$ cat src/adcgc_mac.sv
// Purpose: Shared types and constants, plus the gain and offset corrector of the converter
// Assumes: One clock mclk_i, asynchronous active-low reset rst_b_i
// Notes:   Corrector latency is fixed at MAC_LAT cycles whatever the calibration flag
`timescale 1ns/1ps
package adcgc_pkg;
    localparam int RAW_W      = 12;
    localparam int RES_W      = 14;
    localparam int GAIN_W     = 15;
    localparam int OFF_W      = 14;
    localparam int PROD_W     = RAW_W + GAIN_W;
    localparam int GAIN_FRAC  = 14;
    localparam int MAC_LAT    = 2;
    // Gain is unsigned 1.14, offset is signed in quarter-LSB units
    localparam logic [GAIN_W-1:0] GAIN_ONE    = 15'h4000;
    localparam logic [OFF_W-1:0]  OFF_ZERO    = 14'h0000;
    localparam logic [RES_W-1:0]  HALF_LSB    = 14'h0002;
    localparam logic [RES_W-1:0]  RES_MAX     = 14'h3fff;
    localparam int                UNCAL_SHIFT = 2;
    // Sequencer timing at 250 MHz
    localparam int                CLK_PS      = 4000;
    localparam int                SAMPLE_CLKS = 2;
    localparam int                SYNC_CLKS   = 2;
    localparam int                PHASES      = 12;
    localparam logic [3:0]        LAST_PHASE  = 4'hb;
    localparam logic [1:0]        SAMPLE_LAST = 2'(SAMPLE_CLKS - 1);
    localparam logic [1:0]        SETTLE_LAST = 2'(SYNC_CLKS);
    localparam logic [1:0]        DIG_NONE    = 2'h0;
    localparam logic [1:0]        DIG_ONE     = 2'h1;
    localparam logic [1:0]        DIG_TWO     = 2'h2;

    typedef struct packed {
        logic             cal;
        logic [RAW_W-1:0] raw;
    } adcgc_conv_s;

    typedef struct packed {
        logic             cal;
        logic [RES_W-1:0] data;
    } adcgc_result_s;

    typedef enum logic [1:0] {
        ST_IDLE,
        ST_SAMPLE,
        ST_PHASE
    } adcgc_state_e;
endpackage

module adcgc_mac
    import adcgc_pkg::*;
(
    input  wire logic               mclk_i,
    input  wire logic               rst_b_i,
    input  wire logic               in_valid_i,
    input  wire adcgc_conv_s        in_conv_i,
    input  wire logic [GAIN_W-1:0]  gain_i,
    input  wire logic [OFF_W-1:0]   offset_i,
    output logic                    out_valid_o,
    output adcgc_result_s           out_result_o
);
    logic                 st1_valid;
    logic                 st1_cal;
    logic [RAW_W-1:0]     st1_raw;
    logic [PROD_W-1:0]    st1_prod;
    logic signed [OFF_W-1:0] st1_off;

    wire logic [PROD_W-1:0] prod     = PROD_W'(in_conv_i.raw) * PROD_W'(gain_i);
    // Scale 1.14 gain times 12-bit raw down to the 14-bit result grid
    wire logic [PROD_W-1:0] prod_res = st1_prod >> (GAIN_FRAC - UNCAL_SHIFT);
    wire logic [PROD_W-1:0] uncal    = PROD_W'(st1_raw) << UNCAL_SHIFT;
    wire logic [PROD_W-1:0] scaled   = st1_cal ? prod_res : uncal;
    wire logic signed [PROD_W+1:0] off_ext = st1_cal ? (PROD_W+2)'(st1_off) : '0;
    wire logic signed [PROD_W+1:0] sum = $signed({2'b00, scaled}) + off_ext
                                         + $signed((PROD_W+2)'(HALF_LSB));
    // Clamp instead of wrapping so a large offset cannot fold a result to the far end
    wire logic sat_lo = sum < 0;
    wire logic sat_hi = sum > $signed((PROD_W+2)'(RES_MAX));
    wire logic [RES_W-1:0] clamped = sat_lo ? '0 : sat_hi ? RES_MAX : sum[RES_W-1:0];

    always_ff @(posedge mclk_i or negedge rst_b_i)
    begin
        if (!rst_b_i)
        begin
            st1_valid    <= 1'b0;
            st1_cal      <= 1'b0;
            st1_raw      <= '0;
            st1_prod     <= '0;
            st1_off      <= '0;
            out_valid_o  <= 1'b0;
            out_result_o <= '0;
        end
        else
        begin
            st1_valid         <= in_valid_i;
            st1_cal           <= in_conv_i.cal;
            st1_raw           <= in_conv_i.raw;
            st1_prod          <= prod;
            st1_off           <= offset_i;
            out_valid_o       <= st1_valid;
            out_result_o.cal  <= st1_cal;
            out_result_o.data <= clamped;
        end
    end
endmodule

$ cat src/adcgc_top.sv
// Purpose: Conversion sequencer and result corrector of a redundant-digit converter
// Assumes: Comparator answers arrive asynchronously from the analogue engine
// Notes:   One conversion at a time; commands are refused while busy
// Functional notes
// - Calibration flag set routes result through corrector
// - Calibrated output is gain times raw plus offset
// - Gain one, offset zero leaves result unchanged
// - Raw 12 bits, gain 15, offset 14 bits
// - Products are 27 bits wide, output is 14 bits wide
// - Add two to every 14-bit result
// - Uncalibrated: raw times four plus two
// - Bits resolved MSB first, residue doubled each step
// - Input connected only during two-cycle sampling
// - Compare at 25% and 75%, combine two-bit digits
// - Ground channel reads 2032 after correction
`timescale 1ns/1ps
module adcgc_top
    import adcgc_pkg::*;
(
    input  wire logic               mclk_i,
    input  wire logic               rst_b_i,
    input  wire logic               cmd_valid_i,
    input  wire logic               cmd_cal_i,
    output logic                    cmd_ready_o,
    input  wire logic               gain_load_i,
    input  wire logic [GAIN_W-1:0]  gain_coeff_i,
    input  wire logic               offset_load_i,
    input  wire logic [OFF_W-1:0]   offset_coeff_i,
    output logic [GAIN_W-1:0]       gain_correction_coeff_o,
    output logic [OFF_W-1:0]        offset_correction_coeff_o,
    input  wire logic               cmp_quarter_i,
    input  wire logic               cmp_three_quarter_i,
    output logic                    sample_o,
    output logic                    step_o,
    output logic [1:0]              ref_sel_o,
    output logic                    busy_o,
    output logic                    raw_valid_o,
    output adcgc_conv_s             raw_o,
    output logic                    result_valid_o,
    output adcgc_result_s           result_o
);
    adcgc_state_e         state;
    adcgc_state_e         next_state;
    logic [1:0]           cnt;
    logic [3:0]           phase;
    logic [RAW_W:0]       acc;
    logic                 cal_flag;
    wire logic [1:0]      cmp_pins = {cmp_three_quarter_i, cmp_quarter_i};
    wire logic [1:0]      cmp_sync;

    // Analogue comparators are asynchronous to mclk_i; one two-stage chain per pin
    genvar gi;
    generate
        for (gi = 0; gi < 2; gi++)
        begin : g_sync
            logic [1:0] pipe;
            always_ff @(posedge mclk_i or negedge rst_b_i)
            begin
                if (!rst_b_i)
                    pipe <= 2'b00;
                else
                    pipe <= {pipe[0], cmp_pins[gi]};
            end
            // Only the second stage is read; the first may still be settling
            assign cmp_sync[gi] = pipe[1];
        end
    endgenerate

    wire logic cmp_lo = cmp_sync[0];
    wire logic cmp_hi = cmp_sync[1];
    // Above 75% gives two, between the points one, below 25% zero
    wire logic [1:0] digit = cmp_hi ? DIG_TWO : (cmp_lo ? DIG_ONE : DIG_NONE);

    // No queue: a request while busy is dropped, so the source must wait for ready
    wire logic cmd_take    = cmd_valid_i && (state == ST_IDLE);
    wire logic sample_done = (state == ST_SAMPLE) && (cnt == SAMPLE_LAST);
    // Each phase waits for the engine to settle and the answer to cross the synchroniser
    wire logic decide      = (state == ST_PHASE) && (cnt == SETTLE_LAST);
    wire logic conv_done   = decide && (phase == LAST_PHASE);
    // Redundant digits weigh double; one shift folds the sum back to 12 bits
    wire logic [RAW_W:0] next_acc = {acc[RAW_W-1:0], 1'b0} + (RAW_W+1)'(digit);

    always_comb
    begin
        next_state = state;
        case (state)
            ST_IDLE:
            begin
                if (cmd_take)
                    next_state = ST_SAMPLE;
            end
            ST_SAMPLE:
            begin
                if (sample_done)
                    next_state = ST_PHASE;
            end
            ST_PHASE:
            begin
                if (conv_done)
                    next_state = ST_IDLE;
            end
            default:
                next_state = ST_IDLE;
        endcase
    end

    always_ff @(posedge mclk_i or negedge rst_b_i)
    begin
        if (!rst_b_i)
        begin
            state <= ST_IDLE;
            cnt   <= 2'h0;
            phase <= 4'h0;
        end
        else
        begin
            state <= next_state;
            if (cmd_take || sample_done || decide)
                cnt <= 2'h0;
            else if (state != ST_IDLE)
                cnt <= cnt + 2'h1;
            if (cmd_take)
                phase <= 4'h0;
            else if (decide)
                phase <= phase + 4'h1;
        end
    end

    always_ff @(posedge mclk_i or negedge rst_b_i)
    begin
        if (!rst_b_i)
        begin
            acc      <= '0;
            cal_flag <= 1'b0;
        end
        else
        begin
            if (cmd_take)
            begin
                acc      <= '0;
                cal_flag <= cmd_cal_i;
            end
            else if (decide)
                acc <= next_acc;
        end
    end

    // Engine strobes: double the residue, then subtract the selected reference
    always_ff @(posedge mclk_i or negedge rst_b_i)
    begin
        if (!rst_b_i)
        begin
            step_o      <= 1'b0;
            ref_sel_o   <= DIG_NONE;
            raw_valid_o <= 1'b0;
        end
        else
        begin
            step_o      <= decide;
            ref_sel_o   <= decide ? digit : DIG_NONE;
            raw_valid_o <= conv_done;
        end
    end

    // Raw word holds until the next conversion ends, so a late reader still sees it
    always_ff @(posedge mclk_i or negedge rst_b_i)
    begin
        if (!rst_b_i)
        begin
            raw_o <= '0;
        end
        else if (conv_done)
        begin
            raw_o.cal <= cal_flag;
            raw_o.raw <= next_acc[RAW_W:1];
        end
    end

    // Ideal defaults so an early calibrated conversion matches an uncalibrated one
    always_ff @(posedge mclk_i or negedge rst_b_i)
    begin
        if (!rst_b_i)
        begin
            gain_correction_coeff_o <= GAIN_ONE;
        end
        else if (gain_load_i)
        begin
            gain_correction_coeff_o <= gain_coeff_i;
        end
    end

    // Loads are not locked out while busy; the corrector uses what stands at raw_valid_o
    always_ff @(posedge mclk_i or negedge rst_b_i)
    begin
        if (!rst_b_i)
        begin
            offset_correction_coeff_o <= OFF_ZERO;
        end
        else if (offset_load_i)
        begin
            offset_correction_coeff_o <= offset_coeff_i;
        end
    end

    // Input switch closes only while sampling
    assign sample_o    = (state == ST_SAMPLE);
    assign cmd_ready_o = (state == ST_IDLE);
    assign busy_o      = (state != ST_IDLE);

    adcgc_mac u_mac
    (
        .mclk_i       (mclk_i),
        .rst_b_i      (rst_b_i),
        .in_valid_i   (raw_valid_o),
        .in_conv_i    (raw_o),
        .gain_i       (gain_correction_coeff_o),
        .offset_i     (offset_correction_coeff_o),
        .out_valid_o  (result_valid_o),
        .out_result_o (result_o)
    );
endmodule

$ cat config.mk
export PLATFORM = sky130hd
export DESIGN_NAME = adcgc_top
export DESIGN_NICKNAME = d
export VERILOG_FILES = /design/src/adcgc_mac.sv /design/src/adcgc_top.sv
export SDC_FILE = /design/constraint.sdc
export NUM_CORES = 1
export LEC_CHECK = 0
export BUFFER_PORTS_ARGS = -buffer_cell sky130_fd_sc_hd__buf_2
export CORE_MARGIN = 5
export CORE_UTILIZATION = 30
export CTS_CLUSTER_DIAMETER = 80
export DETAILED_ROUTE_END_ITERATION = 6
export GPL_TIMING_DRIVEN = 0
export PLACE_DENSITY = 0.46
export RECOVER_POWER = 50
export SLEW_MARGIN = 20
export SYNTH_ARGS = -nofsm -noshare
export SYNTH_HDL_FRONTEND = slang
export SYNTH_SLANG_ARGS = --single-unit
$ cat constraint.sdc
create_clock -name mclk_i -period 8.89 [get_ports mclk_i]
set_clock_uncertainty 0.1 [all_clocks]
set_input_delay 1.778 -clock mclk_i [delete_from_list [all_inputs] [get_ports mclk_i]]
set_output_delay 1.778 -clock mclk_i [all_outputs]
set_load 0.05 [all_outputs]
==> summary.txt, run 1 <==
STA
  • Worst Tran Pin Value: 2.20 ns
  • Min cycle time layout: 6.24 ns
  • Setup violators final: 0
  • Max frequency: 0.160 GHz
  • RSZ-0062 raised after global routing: no
  • Final Slew Violations: 41
  • Endpoints failing hold: 0
  • Setup TNS: 0 ns
  • Period utilization: 70.2%
  • Max_slew headroom: -46.8%

Layout
  • Finished Cell Area: 0.0128 mm²
  • Share of post-route cells with drive strength above 1: 17.7%
  • N_diodes: 0
  • Layout overhead on the synthesized area: 15.5%
  • Final nets: 1,459
  • Fin util: 35.0%

Power
  • Leakage power: 6.61 nW
  • P per Cell Area: 125 mW/mm²
  • VDD IR max: 0.141 mV

Place
  • GP Congestion: 0.807
  • PortBufs: 100
  • DP Area: 0.0122 mm²
  • Post-DP HPWL: 20,800 µm

Critical path
  • Slowest stage delay, CP: 0.61 ns
  • Worst Setup Path Type: reg -> reg
  • Cells on worst reg2reg path: 19
  • Critical path peak fanout: 10
  • Data arrival, critical path: 6.44 ns
  • CP required: 9.09 ns
  • Top cell by count, worst path: fa_1
  • Worst path cell trace: clkbuf_1 > nand2_1 > fa_1 > inv_1 > fa_1 > fa_1 > fa_1 > inv_1 > fa_1 > inv_1 > ha_1 > a21oi_1 > o21ai_0 > o21ba_2 > nor3_1 > o31ai_2 > a21oi_1 > a21oi_2 > xnor2_1
  • Worst setup EP type: flop
  • Startpoint Class: flop
  • CP max stage cell: dfrtp_1

Clock tree
  • H-tree depth: 4
  • Worst-Skew Late Latency: 0.42 ns
  • Post-CTS sizing: 0
  • Clock sink total: 130
  • Hold Buf Count CTS: 0
  • Total CTS buffers: 17
  • CTS Buffer Depth: 2
  • CTS tree: done
  • CTS Root Cell: clkbuf_16
  • Setup Fix Bufs, Post-CTS: 0
  • Clock transition at the registers of the reported paths: 0.06 ns

Route
  • First-pass iteration count of the detailed router: 4
  • Routed Wire Length: 25,800 µm
  • Routed WL per cell: 15.4 µm
  • Remaining antenna violation count: 0
  • Routed vias: 7,412
  • # DRC: 0
  • Drt via density: 4.42
  • Iter 0 DRT Violations: 234

Logic synthesis
  • Post-synth EDFFs: 0
  • Post-Synth Adder-Cell Area: 34.5%
  • Asr flop ratio synth: 100%
  • Syn_nets: 1,339
  • Post-Synthesis Cells: 1,075
  • Unique masters post-synth: 68
  • Post-Syn Area: 0.0111 mm²
  • Seq cells post-synth: 130
  • Largest family of logic cells by synthesized area: adder cells
  • Synth Area in Compound Gates: 7.08%
  • Synth Area in XOR/XNOR: 2.93%
  • Simple-gate share of the synthesized area: 14.2%
  • Top FF cell, synth: dfrtp_1
  • Syn. warnings: 0
  • Mux cell area share after synthesis: 4.67%
  • Post-Syn Area per Cell: 10.3 µm²
  • Register area share after synthesis: 29.4%

Status
  • Failing checks: capacitance limit, slew limit
  • Status: finished, violations left

Global route
  • Total GRT Usage: 13.4%
  • Met1 Use GR: 18.5%
  • GRT busiest layer: met2
  • Number of antenna violations at the first check in global routing: 0
  • Largest net degree at the start of global routing: 91
  • GR met3 Demand/Resource: 2.42%
  • Total gr overflow: 0
  • First-pass GRT wire length: 44,100 µm
  • Vias in the first global route: 8,238
  • Grt met2 use: 22.5%

Worst hold path
  • Hold crit path type: reg -> reg
  • Hold path depth: 0

Floorplanning
  • Site Rows: 70
  • Total die area: 0.0408 mm²
  • Core ar.: 0.0365 mm²
  • Num ports: 102
  • Die Span X: 202 µm
  • Initial core utilization: 30.3%
  • Die Y: 202 µm

Flow run
  • Maxcap violations: 1
worst max-delay path: cells and delay by family, from the launching register on:
kind	cells	cell delay (ns)
buffers and inverters	4	0.64
XOR/XNOR	1	0.12
flip-flops	1	0.61
AND/OR/NAND/NOR	2	0.53
AO/OA/AOI/OAI	6	1.10
adder cells (fa/ha/maj)	6	3.01
path summary, 6_finish.rpt:
check	startpoint	to	slack [ns]
min in group asynchronous	rst_b_i	u_mac.st1_off[12]$_DFF_PN0_	1.90
worst min register to register	g_sync[0].pipe[0]$_DFF_PN0_	g_sync[0].pipe[1]$_DFF_PN0_	0.25
worst min-delay path	g_sync[0].pipe[0]$_DFF_PN0_	g_sync[0].pipe[1]$_DFF_PN0_	0.25
max in group asynchronous	rst_b_i	gain_correction_coeff_o[14]$_DFFE_PN1P_	5.48
worst max register to register	raw_o[8]$_DFFE_PN0P_	u_mac.st1_prod[23]$_DFF_PN0_	2.65
worst max-delay path	raw_o[8]$_DFFE_PN0P_	u_mac.st1_prod[23]$_DFF_PN0_	2.65
cells in the final DEF, fill, tap and decap left out, drive strengths merged, types with 3 or more instances in the layout:
cell,count
inv,169
nand2,151
fa,130
dfrtp,129
buf,102
ha,97
and2,82
clkbuf,59
a21oi,51
mux2,45
nor2,30
o21ai,25
xor2,21
xnor2,16
nand3,13
a21o,11
nand4,5
nor2b,5
and4,4
clkinvlp,4
o21a,4
and3,4
nor3,4
or3,3
nand2b,3
bufinv,3
nor4,3
clkinv,3
layout make-up:
type                       count  area [µm²]
fill                        3741       23700
multi-input combinational    738        7010
sequential                   130        3250
inverter                     165         619
tap                          468         586
timing repair buffer         101         526
clock buffer                  18         429
clock inverter                14         178
buffer                        42         174
metal layers:
layer  vias to the layer above  wire [µm]
met2                       114      12300
met1                      3641      12600
met3                        10        839
met4                         0        141
met5                         -          0
li1                       3647          -
cells by family (layout without fill, tap and decap cells):
kind of cell | Yosys count | in the layout
flops | 130 | 130
simple gates | 316 | 316
xor+xnor | 37 | 37
compound gates | 112 | 112
mux | 46 | 46
buf+inv | 207 | 340
fa+ha+maj | 227 | 227
cell usage after synthesis (all sizes together) (3+ instances only):
cell	n	area share, %
nor2	30	1.0
fa	130	24
xnor2	16	1.3
nand3	13	0.59
nor3	4	0.28
clkbuf	39	1.4
nand4	5	0.28
o21a	4	0.28
and3	4	0.24
dfrtp	129	29
a21oi	51	2.8
a21o	11	0.83
ha	97	11
xor2	21	1.7
inv	165	5.6
buf	3	0.22
o21ai	25	1.3
nand2	151	5.1
and2	82	4.7
mux2	45	4.6
nand2b	3	0.17
nor2b	5	0.28
and4	4	0.32
nor4	3	0.31
or3	3	0.17
sequential cells by signal, indices dropped and copies added (netlist names):
signal                     cells
acc                           12
cal_flag                       1
cnt                            2
g_sync.pipe                    4
gain_correction_coeff_o       15
offset_correction_coeff_o     14
phase                          4
raw_o                         13
raw_valid_o                    1
ref_sel_o                      2
state                          2
step_o                         1
u_mac.out_result_o            15
u_mac.out_valid_o              1
u_mac.st1_cal                  1
u_mac.st1_off                 14
u_mac.st1_prod                15
u_mac.st1_raw                 12
u_mac.st1_valid                1
power by group:
group	switching (mW)	internal, mW
combinational	0.162	0.0580
clock	0.270	0.444
sequential	0.0316	0.628
through the flow:
step,instances,setup slack [ns],total power [mW],hold slack [ns]
floorplan,1075,3.24,0.811,0.231
global placement,1643,2.58,0.894,0.234
detailed placement,1644,2.54,0.895,0.236
CTS,1676,2.51,1.63,0.249
global route,1676,2.10,1.67,0.268
finish,1676,2.65,1.59,0.246
(Power assumes the default switching activity.)
==> run 2, diff against run 1 <==
Settings changed: PLACE_DENSITY 0.46 to 0.48.
Clock period 8.89 ns to 5.15 ns, I/O delays scaled along.
==> run 2 against run 1 <==
Effect of this change: the flow still finishes with violations (capacitance limit, slew limit); fmax rose by 21%; total power rose by 81%; clock power rose by 82%; first-iteration DRC count increased by 8.1%; non-clock buffer count is 80 higher; largest power group unchanged.
==> summary.txt, run 2 (synthesis gave the netlist of run 1 again) <==
Status
  • Status: finished, violations left
  • Failing checks: capacitance limit, slew limit

STA
  • Setup violators final: 0 (unchanged)
  • Max frequency: 0.195 GHz (+21%)
  • Setup TNS: 0 ns (unchanged)
  • Period utilization: 99.8% (+30 points)
  • Endpoints failing hold: 0 (unchanged)
  • Min cycle time layout: 5.14 ns (-1.10 ns)
  • Max_slew headroom: -43.7% (+3.1 points)
  • RSZ-0062 raised after global routing: yes
  • Worst Tran Pin Value: 2.16 ns (-0.0470 ns)
  • Final WS setup: 0.00900 ns (-2.64 ns)
  • Final Slew Violations: 39 (-4.9%)

Route
  • First-pass iteration count of the detailed router: 4 (unchanged)
  • Drt via density: 4.47 (+1.2%)
  • Routed vias: 7,856 (+6.0%)
  • Routed WL per cell: 15.9 µm (+3.4%)
  • Iter 0 DRT Violations: 253 (+8.1%)
  • Routed Wire Length: 28,000 µm (+8.3%)
  • Remaining antenna violation count: 0 (unchanged)
  • # DRC: 0 (unchanged)

Layout
  • Final nets: 1,539 (+5.5%)
  • Layout overhead on the synthesized area: 27.8%
  • Top Registers: gain_correction_coeff_o: 15 flops, u_mac.out_result_o: 15 flops, u_mac.st1_prod: 15 flops
  • N_diodes: 0 (unchanged)
  • Share of post-route cells with drive strength above 1: 31.7% (+14 points)
  • Most common cell after layout, fill and taps aside: inv_1
  • Most frequent cells in the layout: 154 x inv_1, 140 x nand2_1, 122 x fa_1, 103 x dfrtp_1, 100 x buf_2
  • Fin util: 38.7% (+3.7 points)
  • FILL cells: 3,640 (-2.7%)

Critical path
  • Worst Setup Path Type: reg -> reg
  • Worst path cell trace: buf_6 > and2_4 > fa_1 > fa_1 > fa_1 > fa_1 > inv_2 > fa_1 > inv_2 > ha_4 > nand2_4 > o21ai_4 > o21ba_4 > nor3_4 > o31ai_4 > a21oi_2 > a21oi_2 > xnor2_1
  • Slowest stage delay, CP: 0.60 ns (about the same)
  • CP max stage cell: fa_1
  • Data arrival, critical path: 5.35 ns (-1.09 ns)
  • Critical path peak fanout: 3 (-7)
  • Worst setup EP type: flop
  • Top cell by count, worst path: fa_1
  • Startpoint Class: flop
  • CP required: 5.36 ns (-3.73 ns)

Floorplanning
  • Core ar.: 0.0365 mm² (unchanged)
  • Die Span X: 202 µm (unchanged)
  • Num ports: 102 (unchanged)
  • Die Y: 202 µm (unchanged)
  • Total die area: 0.0408 mm² (unchanged)
  • Site Rows: 70 (unchanged)
  • Initial core utilization: 30.3% (unchanged)

Global route
  • Total gr overflow: 0 (unchanged)
  • Vias in the first global route: 8,691 (+5.5%)
  • Number of antenna violations at the first check in global routing: 0 (unchanged)
  • Total GRT Usage: 14.3% (+0.94 points)
  • First-pass GRT wire length: 46,800 µm (+6.1%)
  • Largest net degree at the start of global routing: 93 (+2.2%)

Place
  • PortBufs: 100 (unchanged)
  • Pre-CTS WS: -0.742 ns (-3.28 ns)
  • Post-DP HPWL: 20,900 µm (+0.68%)
  • GP Congestion: 0.810 (+0.30%)

Power
  • P per Cell Area: 204 mW/mm² (+64%)
  • VDD IR max: 0.219 mV (+56%)
  • Power, Total: 2.89 mW (+81%)
  • Leakage power: 7.19 nW (+8.8%)

Clock tree
  • Clock transition at the registers of the reported paths: 0.06 ns (about the same)
  • Total CTS buffers: 17 (unchanged)
  • CTS tree: done
  • CTS Buffer Depth: 2 (unchanged)
  • Worst-Skew Late Latency: 0.43 ns (about the same)
  • H-tree depth: 4 (unchanged)
  • CTS Root Cell: clkbuf_16
  • Clock sink total: 130 (unchanged)

Flow run
  • Maxcap violations: 1 (unchanged)

Worst hold path
  • Hold crit path type: reg -> reg
run 2: power by group:
group	internal, mW	switching (mW)	leakage, nW	total (mW)
logic	0.154	0.290	5.24	0.444
clock network	0.817	0.481	0.294	1.30
registers	1.09	0.0621	1.66	1.15
total	2.06	0.833	7.19	2.89
run 2: per-layer routing:
metal / track usage [%] / wire length [µm]
met5: 0 / 0
met4: 3.27 / 344
met3: 3.32 / 1290
met2: 24.1 / 13400
met1: 18.9 / 12900
run 2: timing repair:
action                                  in CTS  in global routing
hold buffers                                 0                  0
endpoints found under the setup margin      15                  8
pin swaps                                   61                 48
buffers inserted                            79                 10
cloned                                       0                  0
gates resized for setup                     68                 45
run 2: final timing paths:
| path | from | endpoint | slack (ns) | cells past startpoint |
|---|---|---|---|---|
| max | gain_correction_coeff_o[6]$_DFFE_PN0P_ | u_mac.st1_prod[23]$_DFF_PN0_ | 0.009 | 18 |
| min | u_mac.st1_valid$_DFF_PN0_ | u_mac.out_valid_o$_DFF_PN0_ | 0.24 | 0 |
| max reg2reg | gain_correction_coeff_o[6]$_DFFE_PN0P_ | u_mac.st1_prod[23]$_DFF_PN0_ | 0.009 | 18 |
| min reg2reg | u_mac.st1_valid$_DFF_PN0_ | u_mac.out_valid_o$_DFF_PN0_ | 0.24 | 0 |
| max in group asynchronous | rst_b_i | raw_o[4]$_DFFE_PN0P_ | 2.49 | 2 |
| min in group asynchronous | rst_b_i | u_mac.st1_off[13]$_DFF_PN0_ | 1.12 | 1 |
run 2: area by class of cell:
| class | instances | area, µm² | share of cell area, % |
|---|---|---|---|
| clock buffer | 18 | 429 | 3.04 |
| sequential | 130 | 3290 | 23.3 |
| tap | 468 | 586 | 4.14 |
| buffer | 36 | 373 | 2.64 |
| clock inverter | 14 | 203 | 1.43 |
| inverter | 165 | 619 | 4.38 |
| timing repair buffer | 187 | 1290 | 9.13 |
| multi-input combinational | 738 | 7350 | 52.0 |
run 2: metrics by stage:
step / hold WS, ns / std cells / instance area [µm²]
finish: 0.242 / 1756 / 14100
global route: 0.247 / 1756 / 14100
CTS: 0.246 / 1748 / 13900
detailed placement: 0.236 / 1644 / 12400
global placement: 0.233 / 1643 / 12400
floorplan: 0.231 / 1075 / 11300
run 2: worst max-delay path: cells and delay by family (launching register included):
family,cells,cell delay [ns]
AO/OA/AOI/OAI,5,0.75
buffers and inverters,3,0.23
AND/OR/NAND/NOR,3,0.50
flip-flops,1,0.44
adder cells (fa/ha/maj),6,2.90
XOR/XNOR,1,0.12
